### src/arf_consts.vh
`ifndef ARF_CONSTS_VH
`define ARF_CONSTS_VH

// Register byte offsets
`define ARF_OFS_CTX_CTL 8'h00
`define ARF_OFS_CONFIG 8'h04
`define ARF_OFS_STATUS 8'h08
`define ARF_OFS_LAST_TRAILER 8'h0c

// Reset values
`define ARF_CTX_CTL_RST 16'h0000
`define ARF_CONFIG_RST 1'b0

// Config field position
`define ARF_CFG_NO_MASTER_BIT 0

// AXI responses
`define ARF_RESP_OKAY 2'b00
`define ARF_RESP_SLVERR 2'b10

// Header word fields: tcode in first word, byte count in fourth word
`define ARF_TCODE_HI 7
`define ARF_TCODE_LO 4
`define ARF_LEN_HI 31
`define ARF_LEN_LO 16

// Transaction codes
`define ARF_TC_WR_QUAD 4'h0
`define ARF_TC_WR_BLOCK 4'h1
`define ARF_TC_WR_RESP 4'h2
`define ARF_TC_RD_QUAD 4'h4
`define ARF_TC_RD_BLOCK 4'h5
`define ARF_TC_RD_QUAD_RESP 4'h6
`define ARF_TC_RD_BLOCK_RESP 4'h7
`define ARF_TC_LOCK_REQ 4'h9
`define ARF_TC_LOCK_RESP 4'hb

// Synthesized PHY record header
`define ARF_PHY_HEADER 32'h000000e0

// Header quadlet counts
`define ARF_HDR_SHORT 3'd3
`define ARF_HDR_LONG 3'd4

`endif

### src/arf_regs.v
`timescale 1ns/100ps
`default_nettype none
`include "arf_consts.vh"

module arf_regs (
   input wire core_clk,
   input wire rst,
   input wire [7:0] s_axi_awaddr,
   input wire s_axi_awvalid,
   output reg s_axi_awready,
   input wire [31:0] s_axi_wdata,
   input wire [3:0] s_axi_wstrb,
   input wire s_axi_wvalid,
   output reg s_axi_wready,
   output reg [1:0] s_axi_bresp,
   output reg s_axi_bvalid,
   input wire s_axi_bready,
   input wire [7:0] s_axi_araddr,
   input wire s_axi_arvalid,
   output reg s_axi_arready,
   output reg [31:0] s_axi_rdata,
   output reg [1:0] s_axi_rresp,
   output reg s_axi_rvalid,
   input wire s_axi_rready,
   input wire [31:0] status_in,
   input wire [31:0] last_trailer_in,
   output reg [15:0] ctx_ctl_q,
   output reg no_master_q
);

   reg aw_have_q;
   reg w_have_q;
   reg [7:0] aw_addr_q;
   reg [31:0] w_data_q;
   reg [3:0] w_strb_q;
   wire do_write;

   assign do_write = aw_have_q && w_have_q && !s_axi_bvalid;

   always @(posedge core_clk or posedge rst) begin
      if (rst) begin
         s_axi_awready <= 1'b1;
         s_axi_wready <= 1'b1;
         aw_have_q <= 1'b0;
         w_have_q <= 1'b0;
         aw_addr_q <= 8'h00;
         w_data_q <= 32'h00000000;
         w_strb_q <= 4'h0;
         s_axi_bvalid <= 1'b0;
         s_axi_bresp <= `ARF_RESP_OKAY;
         ctx_ctl_q <= `ARF_CTX_CTL_RST;
         no_master_q <= `ARF_CONFIG_RST;
      end else begin
         // Address and data taken in either order
         if (s_axi_awvalid && s_axi_awready) begin
            aw_addr_q <= s_axi_awaddr;
            aw_have_q <= 1'b1;
            s_axi_awready <= 1'b0;
         end
         if (s_axi_wvalid && s_axi_wready) begin
            w_data_q <= s_axi_wdata;
            w_strb_q <= s_axi_wstrb;
            w_have_q <= 1'b1;
            s_axi_wready <= 1'b0;
         end
         if (do_write) begin
            aw_have_q <= 1'b0;
            w_have_q <= 1'b0;
            s_axi_bvalid <= 1'b1;
            s_axi_bresp <= `ARF_RESP_OKAY;
            case (aw_addr_q)
               `ARF_OFS_CTX_CTL: begin
                  if (w_strb_q[0]) begin
                     ctx_ctl_q[7:0] <= w_data_q[7:0];
                  end
                  if (w_strb_q[1]) begin
                     ctx_ctl_q[15:8] <= w_data_q[15:8];
                  end
               end
               `ARF_OFS_CONFIG: begin
                  if (w_strb_q[0]) begin
                     no_master_q <= w_data_q[`ARF_CFG_NO_MASTER_BIT];
                  end
               end
               `ARF_OFS_STATUS, `ARF_OFS_LAST_TRAILER: begin
                  s_axi_bresp <= `ARF_RESP_OKAY;
               end
               default: begin
                  s_axi_bresp <= `ARF_RESP_SLVERR;
               end
            endcase
         end
         if (s_axi_bvalid && s_axi_bready) begin
            s_axi_bvalid <= 1'b0;
            s_axi_awready <= 1'b1;
            s_axi_wready <= 1'b1;
         end
      end
   end

   always @(posedge core_clk or posedge rst) begin
      if (rst) begin
         s_axi_arready <= 1'b1;
         s_axi_rvalid <= 1'b0;
         s_axi_rdata <= 32'h00000000;
         s_axi_rresp <= `ARF_RESP_OKAY;
      end else begin
         if (s_axi_arvalid && s_axi_arready) begin
            s_axi_arready <= 1'b0;
            s_axi_rvalid <= 1'b1;
            s_axi_rresp <= `ARF_RESP_OKAY;
            case (s_axi_araddr)
               `ARF_OFS_CTX_CTL: s_axi_rdata <= {16'h0000, ctx_ctl_q};
               `ARF_OFS_CONFIG: s_axi_rdata <= {31'h00000000, no_master_q};
               `ARF_OFS_STATUS: s_axi_rdata <= status_in;
               `ARF_OFS_LAST_TRAILER: s_axi_rdata <= last_trailer_in;
               default: begin
                  s_axi_rdata <= 32'h00000000;
                  s_axi_rresp <= `ARF_RESP_SLVERR;
               end
            endcase
         end
         if (s_axi_rvalid && s_axi_rready) begin
            s_axi_rvalid <= 1'b0;
            s_axi_arready <= 1'b1;
         end
      end
   end

endmodule

`default_nettype wire

### src/arf_framer.v
// Contract
// - Sort each packet into no-data, quadlet or block layout by transaction code, or PHY layout by PHY flag; other codes are dropped.
// - Keep destination identifier as bus number then node number, unchanged.
// - Keep the two-bit retry code exactly as received.
// - Copy reserved header bits unchecked and unmodified.
// - Keep the six-bit transaction label in the record.
// - Requests store sender id with upper offset, then full lower offset word.
// - First payload byte lands in most significant byte of first payload word.
// - Zero payload byte count writes no payload words.
// - Sender pads to whole quadlets; device stores the whole final quadlet.
// - Trailer transfer status comes from context control register low half.
// - Cycle stamp is seconds low three bits with thirteen-bit cycle count.
// - Without cycle master, stamp comes from the local cycle timer.
// - Quadlet read request record is three header words plus trailer.
// - Write response record: sender id and response code, reserved word, trailer.
// - Quadlet write request places data quadlet in fourth word.
// - Quadlet read response: response code, reserved word, data quadlet, trailer.
// - Block read request keeps byte count in fourth word, no payload.
// - Block records hold byte count and extended code, payload, then trailer.
// - Lock records keep the extended code identifying the lock operation.
// - Response records keep response code beside sender identifier.
// - Every record ends with status upper half and cycle stamp lower half.
// - PHY record: synthesized header, PHY quadlet, its inverse, trailer.
// - Errored packets are abandoned and never completed for software.
`timescale 1ns/100ps
`default_nettype none
`include "arf_consts.vh"

module arf_framer (
   input wire core_clk,
   input wire rst,
   input wire [7:0] s_axi_awaddr,
   input wire s_axi_awvalid,
   output wire s_axi_awready,
   input wire [31:0] s_axi_wdata,
   input wire [3:0] s_axi_wstrb,
   input wire s_axi_wvalid,
   output wire s_axi_wready,
   output wire [1:0] s_axi_bresp,
   output wire s_axi_bvalid,
   input wire s_axi_bready,
   input wire [7:0] s_axi_araddr,
   input wire s_axi_arvalid,
   output wire s_axi_arready,
   output wire [31:0] s_axi_rdata,
   output wire [1:0] s_axi_rresp,
   output wire s_axi_rvalid,
   input wire s_axi_rready,
   input wire lnk_valid,
   output reg lnk_ready,
   input wire [31:0] lnk_data,
   input wire lnk_last,
   input wire lnk_err,
   input wire lnk_phy,
   input wire cs_strobe,
   input wire [2:0] cs_seconds,
   input wire [12:0] cs_count,
   input wire [2:0] ct_seconds,
   input wire [12:0] ct_count,
   output reg rec_valid,
   input wire rec_ready,
   output reg [31:0] rec_data,
   output reg rec_end,
   output reg rec_drop
);

   localparam [2:0] ST_HDR = 3'd0;
   localparam [2:0] ST_DATA = 3'd1;
   localparam [2:0] ST_DCRC = 3'd2;
   localparam [2:0] ST_PHY_Q = 3'd3;
   localparam [2:0] ST_PHY_INV = 3'd4;
   localparam [2:0] ST_PHY_WAIT = 3'd5;
   localparam [2:0] ST_TRAIL = 3'd6;
   localparam [2:0] ST_SKIP = 3'd7;

   wire [15:0] ctx_ctl;
   wire no_master;
   reg [2:0] st_q;
   reg [2:0] st_d;
   reg [2:0] hidx_q;
   reg [2:0] hidx_d;
   reg [2:0] hnum_q;
   reg [2:0] hnum_d;
   reg blk_q;
   reg blk_d;
   reg err_q;
   reg err_d;
   reg [14:0] dcnt_q;
   reg [14:0] dcnt_d;
   reg [31:0] phy_q;
   reg [31:0] phy_d;
   reg [31:0] out_data_d;
   reg out_valid_d;
   reg out_end_d;
   reg drop_d;
   reg [15:0] cs_stamp_q;
   reg [15:0] good_cnt_q;
   reg [15:0] drop_cnt_q;
   reg [31:0] last_trl_q;
   reg [15:0] stamp;
   reg [16:0] len_round;
   reg bad;
   wire free;
   wire beat;
   wire wants_input;

   assign free = !rec_valid || rec_ready;
   assign beat = lnk_valid && lnk_ready;
   assign wants_input = (st_d == ST_HDR) || (st_d == ST_DATA) || (st_d == ST_DCRC) ||
                        (st_d == ST_PHY_WAIT) || (st_d == ST_SKIP);

   arf_regs u_regs (
      .core_clk(core_clk),
      .rst(rst),
      .s_axi_awaddr(s_axi_awaddr),
      .s_axi_awvalid(s_axi_awvalid),
      .s_axi_awready(s_axi_awready),
      .s_axi_wdata(s_axi_wdata),
      .s_axi_wstrb(s_axi_wstrb),
      .s_axi_wvalid(s_axi_wvalid),
      .s_axi_wready(s_axi_wready),
      .s_axi_bresp(s_axi_bresp),
      .s_axi_bvalid(s_axi_bvalid),
      .s_axi_bready(s_axi_bready),
      .s_axi_araddr(s_axi_araddr),
      .s_axi_arvalid(s_axi_arvalid),
      .s_axi_arready(s_axi_arready),
      .s_axi_rdata(s_axi_rdata),
      .s_axi_rresp(s_axi_rresp),
      .s_axi_rvalid(s_axi_rvalid),
      .s_axi_rready(s_axi_rready),
      .status_in({drop_cnt_q, good_cnt_q}),
      .last_trailer_in(last_trl_q),
      .ctx_ctl_q(ctx_ctl),
      .no_master_q(no_master)
   );

   always @* begin
      if (no_master) begin
         stamp = {ct_seconds, ct_count};
      end else begin
         stamp = cs_stamp_q;
      end
      st_d = st_q;
      hidx_d = hidx_q;
      hnum_d = hnum_q;
      blk_d = blk_q;
      err_d = err_q | (beat & lnk_err);
      dcnt_d = dcnt_q;
      phy_d = phy_q;
      out_valid_d = rec_valid & !rec_ready;
      out_data_d = rec_data;
      out_end_d = rec_end & !rec_ready;
      drop_d = 1'b0;
      bad = err_q | lnk_err;
      len_round = {1'b0, lnk_data[`ARF_LEN_HI:`ARF_LEN_LO]} + 17'h00003;
      case (st_q)
         ST_HDR: begin
            if (beat) begin
               if (hidx_q == 3'd0) begin
                  err_d = lnk_err;
                  hidx_d = 3'd1;
                  if (lnk_phy) begin
                     phy_d = lnk_data;
                     out_valid_d = 1'b1;
                     out_data_d = `ARF_PHY_HEADER;
                     hidx_d = 3'd0;
                     st_d = ST_PHY_Q;
                  end else begin
                     case (lnk_data[`ARF_TCODE_HI:`ARF_TCODE_LO])
                        `ARF_TC_RD_QUAD, `ARF_TC_WR_RESP: begin
                           hnum_d = `ARF_HDR_SHORT;
                           blk_d = 1'b0;
                        end
                        `ARF_TC_WR_QUAD, `ARF_TC_RD_QUAD_RESP, `ARF_TC_RD_BLOCK: begin
                           hnum_d = `ARF_HDR_LONG;
                           blk_d = 1'b0;
                        end
                        `ARF_TC_WR_BLOCK, `ARF_TC_RD_BLOCK_RESP, `ARF_TC_LOCK_REQ, `ARF_TC_LOCK_RESP: begin
                           hnum_d = `ARF_HDR_LONG;
                           blk_d = 1'b1;
                        end
                        default: begin
                           hnum_d = 3'd0;
                           hidx_d = 3'd0;
                        end
                     endcase
                     if (hnum_d == 3'd0) begin
                        st_d = ST_SKIP;
                     end else begin
                        out_valid_d = 1'b1;
                        out_data_d = lnk_data;
                     end
                  end
                  if (lnk_last) begin
                     st_d = ST_HDR;
                     hidx_d = 3'd0;
                     drop_d = 1'b1;
                  end
               end else if (hidx_q < hnum_q) begin
                  out_valid_d = 1'b1;
                  out_data_d = lnk_data;
                  hidx_d = hidx_q + 3'd1;
                  if (blk_q && hidx_q == 3'd3) begin
                     dcnt_d = len_round[16:2];
                  end
                  if (lnk_last) begin
                     st_d = ST_HDR;
                     hidx_d = 3'd0;
                     drop_d = 1'b1;
                  end
               end else begin
                  hidx_d = 3'd0;
                  if (blk_q && dcnt_q != 15'd0) begin
                     if (lnk_last) begin
                        drop_d = 1'b1;
                     end else begin
                        st_d = ST_DATA;
                     end
                  end else if (!lnk_last) begin
                     st_d = ST_SKIP;
                  end else if (bad) begin
                     drop_d = 1'b1;
                  end else begin
                     st_d = ST_TRAIL;
                  end
               end
            end
         end
         ST_DATA: begin
            if (beat) begin
               out_valid_d = 1'b1;
               out_data_d = lnk_data;
               dcnt_d = dcnt_q - 15'd1;
               if (lnk_last) begin
                  st_d = ST_HDR;
                  drop_d = 1'b1;
               end else if (dcnt_q == 15'd1) begin
                  st_d = ST_DCRC;
               end
            end
         end
         ST_DCRC, ST_PHY_WAIT: begin
            if (beat) begin
               if (!lnk_last) begin
                  st_d = ST_SKIP;
               end else if (bad) begin
                  st_d = ST_HDR;
                  drop_d = 1'b1;
               end else begin
                  st_d = ST_TRAIL;
               end
            end
         end
         ST_PHY_Q: begin
            if (free) begin
               out_valid_d = 1'b1;
               out_data_d = phy_q;
               st_d = ST_PHY_INV;
            end
         end
         ST_PHY_INV: begin
            if (free) begin
               out_valid_d = 1'b1;
               out_data_d = ~phy_q;
               st_d = ST_PHY_WAIT;
            end
         end
         ST_TRAIL: begin
            if (free) begin
               out_valid_d = 1'b1;
               out_data_d = {ctx_ctl, stamp};
               out_end_d = 1'b1;
               st_d = ST_HDR;
            end
         end
         ST_SKIP: begin
            if (beat && lnk_last) begin
               st_d = ST_HDR;
               drop_d = 1'b1;
            end
         end
         default: begin
            st_d = ST_HDR;
         end
      endcase
   end

   always @(posedge core_clk or posedge rst) begin
      if (rst) begin
         st_q <= ST_HDR;
         hidx_q <= 3'd0;
         hnum_q <= 3'd0;
         blk_q <= 1'b0;
         err_q <= 1'b0;
         dcnt_q <= 15'd0;
         phy_q <= 32'h00000000;
         rec_valid <= 1'b0;
         rec_data <= 32'h00000000;
         rec_end <= 1'b0;
         rec_drop <= 1'b0;
         lnk_ready <= 1'b0;
         cs_stamp_q <= 16'h0000;
         good_cnt_q <= 16'h0000;
         drop_cnt_q <= 16'h0000;
         last_trl_q <= 32'h00000000;
      end else begin
         st_q <= st_d;
         hidx_q <= hidx_d;
         hnum_q <= hnum_d;
         blk_q <= blk_d;
         err_q <= err_d;
         dcnt_q <= dcnt_d;
         phy_q <= phy_d;
         rec_valid <= out_valid_d;
         rec_data <= out_data_d;
         rec_end <= out_end_d;
         rec_drop <= drop_d;
         // Accept only when the output slot will be empty
         lnk_ready <= wants_input && !out_valid_d;
         if (cs_strobe) begin
            cs_stamp_q <= {cs_seconds, cs_count};
         end
         if (drop_d) begin
            drop_cnt_q <= drop_cnt_q + 16'h0001;
         end
         if (st_q == ST_TRAIL && free) begin
            good_cnt_q <= good_cnt_q + 16'h0001;
            last_trl_q <= out_data_d;
         end
      end
   end

endmodule

`default_nettype wire

### config.mk
export PLATFORM = sky130hd
export DESIGN_NAME = arf_framer
export DESIGN_NICKNAME = d
export VERILOG_FILES = /design/src/arf_regs.v /design/src/arf_framer.v
export VERILOG_INCLUDE_DIRS = /design/src /design/src/src
export SDC_FILE = /design/constraint.sdc
export NUM_CORES = 1
export LEC_CHECK = 0
export BUFFER_PORTS_ARGS = -buffer_cell sky130_fd_sc_hd__buf_2
export CAP_MARGIN = 20
export CORE_UTILIZATION = 30
export DETAILED_ROUTE_END_ITERATION = 16
export PLACE_DENSITY = 0.5
export SYNTH_ARGS = -nofsm -noshare
export SYNTH_HDL_FRONTEND = slang
export SYNTH_SLANG_ARGS = --single-unit
### constraint.sdc
create_clock -name core_clk -period 13.65 [get_ports core_clk]
set_input_delay 0 -clock core_clk [delete_from_list [all_inputs] [get_ports core_clk]]
set_output_delay 0 -clock core_clk [all_outputs]
set_load 0.01 [all_outputs]
==> summary.md <==
| Metric | Value |
|---|---|
| Status | `complete, no violations` |
| Core box area | `44320 µm²` |
| Worst path slowest cell | `nor2_1` |
| Async set-reset flop share out of synthesis | `100.0%` |
| Synth warn | `0` |
| GP Congestion | `0.8377` |
| Clock skew | `0.01789 ns` |
| Drt via density | `5.329` |
| Min-delay src | `ct_seconds[2]` |
| Placed Cells | `2042` |
| Peak VDD IR | `0.00009400 V` |
| Critical Path Start Type | `flip-flop` |
| First-pass GRT wire length | `71390 µm` |
| Max-cap violation count | `0` |
| CTS Buf Count | `31` |
| Area of the die | `45920 µm²` |
| Largest net degree at the start of global routing | `114` |
| Top post-synthesis cells by area | `dfrtp_1 47%, mux2_2 9.6%, nand2_1 4.4%, o21ai_0 3.9%, mux2i_1 2.5%` |
| Slew Viols, Final | `0` |
| Fillers | `4476` |
| Endpoint type of the worst setup path | `flip-flop` |
| Nets | `1731` |
| Routed Wire Length | `45840 µm` |
| I/O pin count | `206` |
| RSZ-0062 raised after global routing | `false` |
| CTS tree | `yes` |
| Deepest clock path buffer count | `3` |
| Post-synth top area share | `47.01%` |
| Clock-pin slew on the worst setup and hold paths | `0.06 ns` |
| Worst-Skew Late Latency | `0.58 ns` |
| Mapped Cells | `1342` |
| CTS HTree Levels | `1` |
| Syn Area/Cell | `10.08 µm²` |
| Row count | `77` |
| Non-Filler Instances | `2207` |
| Critical Path Fanout Max | `28` |
| Pwr Density | `188.8 nW/µm²` |
| GR Overflow Total | `0` |
| Clk sinks | `257` |
| Setup TNS | `0 ns` |
| Die height | `214.3 µm` |
| Layout area overhead | `26.33%` |
| Yosys reg bits | `257` |
| Initial core utilization | `30.51%` |
| Layout cells sized above 1 | `24.64%` |
| Top_reg_cell synth | `dfrtp_1` |
| Mapped Area | `13520 µm²` |
| WS Path Type | `reg2reg` |
| Post-synth EDFFs | `0` |
| Clk root buf | `clkbuf_16` |
| First drt pass iteration count | `6` |
| Cell variety after synth | `71` |
| Max Freq | `0.2849 GHz` |
| Required @ worst endpoint | `14.16 ns` |
| Final setup violation count | `0` |
| Vias in the first global route | `11690` |
| Crit path largest cell delay | `0.85 ns` |
| Die Wd | `214.3 µm` |
| DRC | `0` |
| Final worst slack | `10.14 ns` |
| Hold Crit Class | `in2reg` |
| Dpl hpwl | `31290 µm` |
| Antenna-violating nets left | `0` |
| Initial antenna violation count | `0` |
| PortBufs | `185` |
| Critical path origin | `st_q[1]` |
| Hold Vio Cnt, Final | `0` |
| CTS-repair resized insts | `0` |
| Worst r2r src | `st_q[1]` |
| Fin crit share | `25.72%` |
| Worst-path cell chain | `buf_4 > or3_1 > and2_4 > nor2_1 > a211oi_1 > a21oi_1 > mux2_2` |
| DR vias | `11760` |
| Avg WL per Cell | `20.77 µm` |
| Slew Limit Headroom | `27.56%` |
| CP arrival | `4.02 ns` |
| Seq/Total Area, Yosys | `47.59%` |
| GRT Overall Usage | `19.80%` |
| Worst-Margin Slew | `1.086 ns` |
| Initial DRC count | `944` |
| CTS Hold Bufs | `107` |
| Synth area leader | `dfrtp_1` |
| Final core occ | `38.54%` |
| LEAKAGE | `7.573 nW` |
| ANT cells | `0` |
| Min Tclk post-route | `3.511 ns` |
| Setup Fix Bufs, Post-CTS | `0` |
| Dpl ws | `10.19 ns` |
==> worst paths after layout <==
| path | endpoint | slack [ns] | depth (start not counted) |
|---|---|---|---|
| min in group asynchronous | cs_stamp_q[10] | 0.10 | 3 |
| max in group asynchronous | u_regs.aw_addr_q[0] | 11.03 | 5 |
| max | last_trl_q[8] | 10.14 | 7 |
| min reg2reg | good_cnt_q[15] | 0.46 | 1 |
| max reg2reg | last_trl_q[8] | 10.14 | 7 |
| min | rec_data[15] | 0.05 | 5 |
==> layout make-up <==
type | count | area [µm²] | share of cell area [%]
Clock buffer | 42 | 857.1 | 5.018
Clock inverter | 14 | 175.2 | 1.025
Inverter | 23 | 93.84 | 0.5494
Multi-Input combinational cell | 965 | 6598 | 38.62
Sequential cell | 257 | 6435 | 37.67
Tap cell | 592 | 740.7 | 4.336
Timing Repair Buffer | 314 | 2182 | 12.77
==> cells in the mapped netlist (8+ instances only) <==
master and count:
nor2b_1 8, xnor2_1 30, clkbuf_1 71, nor4_1 11, o21ai_1 12, or2_2 11
a221o_1 15, mux2i_1 34, a22oi_1 42, a2111oi_0 9, mux2_2 115, nand4_1 21
a21oi_1 59, o22ai_1 14, inv_1 23, buf_1 10, nor3_1 22, dfrtp_1 254
xor2_1 9, o221ai_1 24, a221oi_1 21, ha_1 10, o21ai_0 106, o211a_1 11
buf_2 12, nor2_1 59, a31oi_1 8, a211oi_1 19, nand3_1 16, and3_1 19
nand2_1 157
==> layout by cell type (no fill, tap or decap), types with 10 or more instances in the layout <==
| master | Yosys | final |
|---|---|---|
| a211oi_1 | 19 | 19 |
| a21oi_1 | 59 | 59 |
| a221o_1 | 15 | 15 |
| a221oi_1 | 21 | 21 |
| a22oi_1 | 42 | 42 |
| and3_1 | 19 | 19 |
| buf_2 | 12 | 185 |
| buf_4 | 2 | 20 |
| clkbuf_16 | 0 | 31 |
| dfrtp_1 | 254 | 254 |
| dlygate4sd3_1 | 0 | 107 |
| ha_1 | 10 | 10 |
| inv_1 | 23 | 22 |
| mux2_2 | 115 | 115 |
| mux2i_1 | 34 | 34 |
| nand2_1 | 157 | 157 |
| nand3_1 | 16 | 16 |
| nand4_1 | 21 | 21 |
| nor2_1 | 59 | 58 |
| nor3_1 | 22 | 22 |
| nor4_1 | 11 | 11 |
| o211a_1 | 11 | 11 |
| o21ai_0 | 106 | 106 |
| o21ai_1 | 12 | 11 |
| o221ai_1 | 24 | 24 |
| o22ai_1 | 14 | 14 |
| or2_2 | 11 | 11 |
| xnor2_1 | 30 | 30 |
==> worst max-delay path, delay by kind of cell, from the launching register on <==
kind	cells	cell delay (ns)
and+or+nand+nor	3	2.14
AOI/OAI and AO/OA	2	0.49
DFF	1	0.36
buffers and inverters	1	0.22
muxes	1	0.22
==> report_power, final <==
group / leakage [nW] / switching (mW) / internal (mW) / total, mW
sequential: 3.34 / 0.195 / 0.969 / 1.16
clock: 0.507 / 0.336 / 0.512 / 0.848
combinational: 3.73 / 0.748 / 0.465 / 1.21
total: 7.57 / 1.28 / 1.95 / 3.22
==> through the flow <==
stage               hold slack [ns]  power (mW)  instance area [µm²]
global placement             0.1744       2.324                14940
CTS                         0.03114       3.238                17050
detailed placement           0.1787       2.344                14940
global route                0.07617       3.417                17080
finish                      0.05447       3.224                17080
floorplan                   0.06305       1.929                13530
==> logic make-up (layout without fill, tap and decap cells) <==
logic type,Yosys count,in the layout,synth area share (%)
compound gates,401,401,20.21
xor+xnor,39,39,2.526
fa+ha+maj,10,10,0.9253
buf+inv,121,393,3.692
flops,257,257,47.59
mux,150,150,12.26
other cells,1,2,0.02773
simple gates,363,363,12.77
==> routing by layer <==
metal	track usage, %	vias to the layer above	wire [µm]	share of wire (%)
met5	0	-	0	0
met4	5.214	0	977	2.1
met3	3.475	54	2951	6.4
met2	31.53	347	21160	46
met1	27.64	5844	20760	45
li1	-	5515	-	-
==> sequential cells by signal, summed over array words and instances (netlist names), 2 cells and up <==
register / flops
hnum_q: 2
u_regs.w_data_q: 16
u_regs.aw_addr_q: 8
good_cnt_q: 16
u_regs.w_strb_q: 2
hidx_q: 3
dcnt_q: 15
phy_q: 32
st_q: 3
u_regs.ctx_ctl_q: 16
cs_stamp_q: 16
rec_data: 32
u_regs.s_axi_rdata: 32
drop_cnt_q: 16
last_trl_q: 32
(Power assumes the default switching activity.)
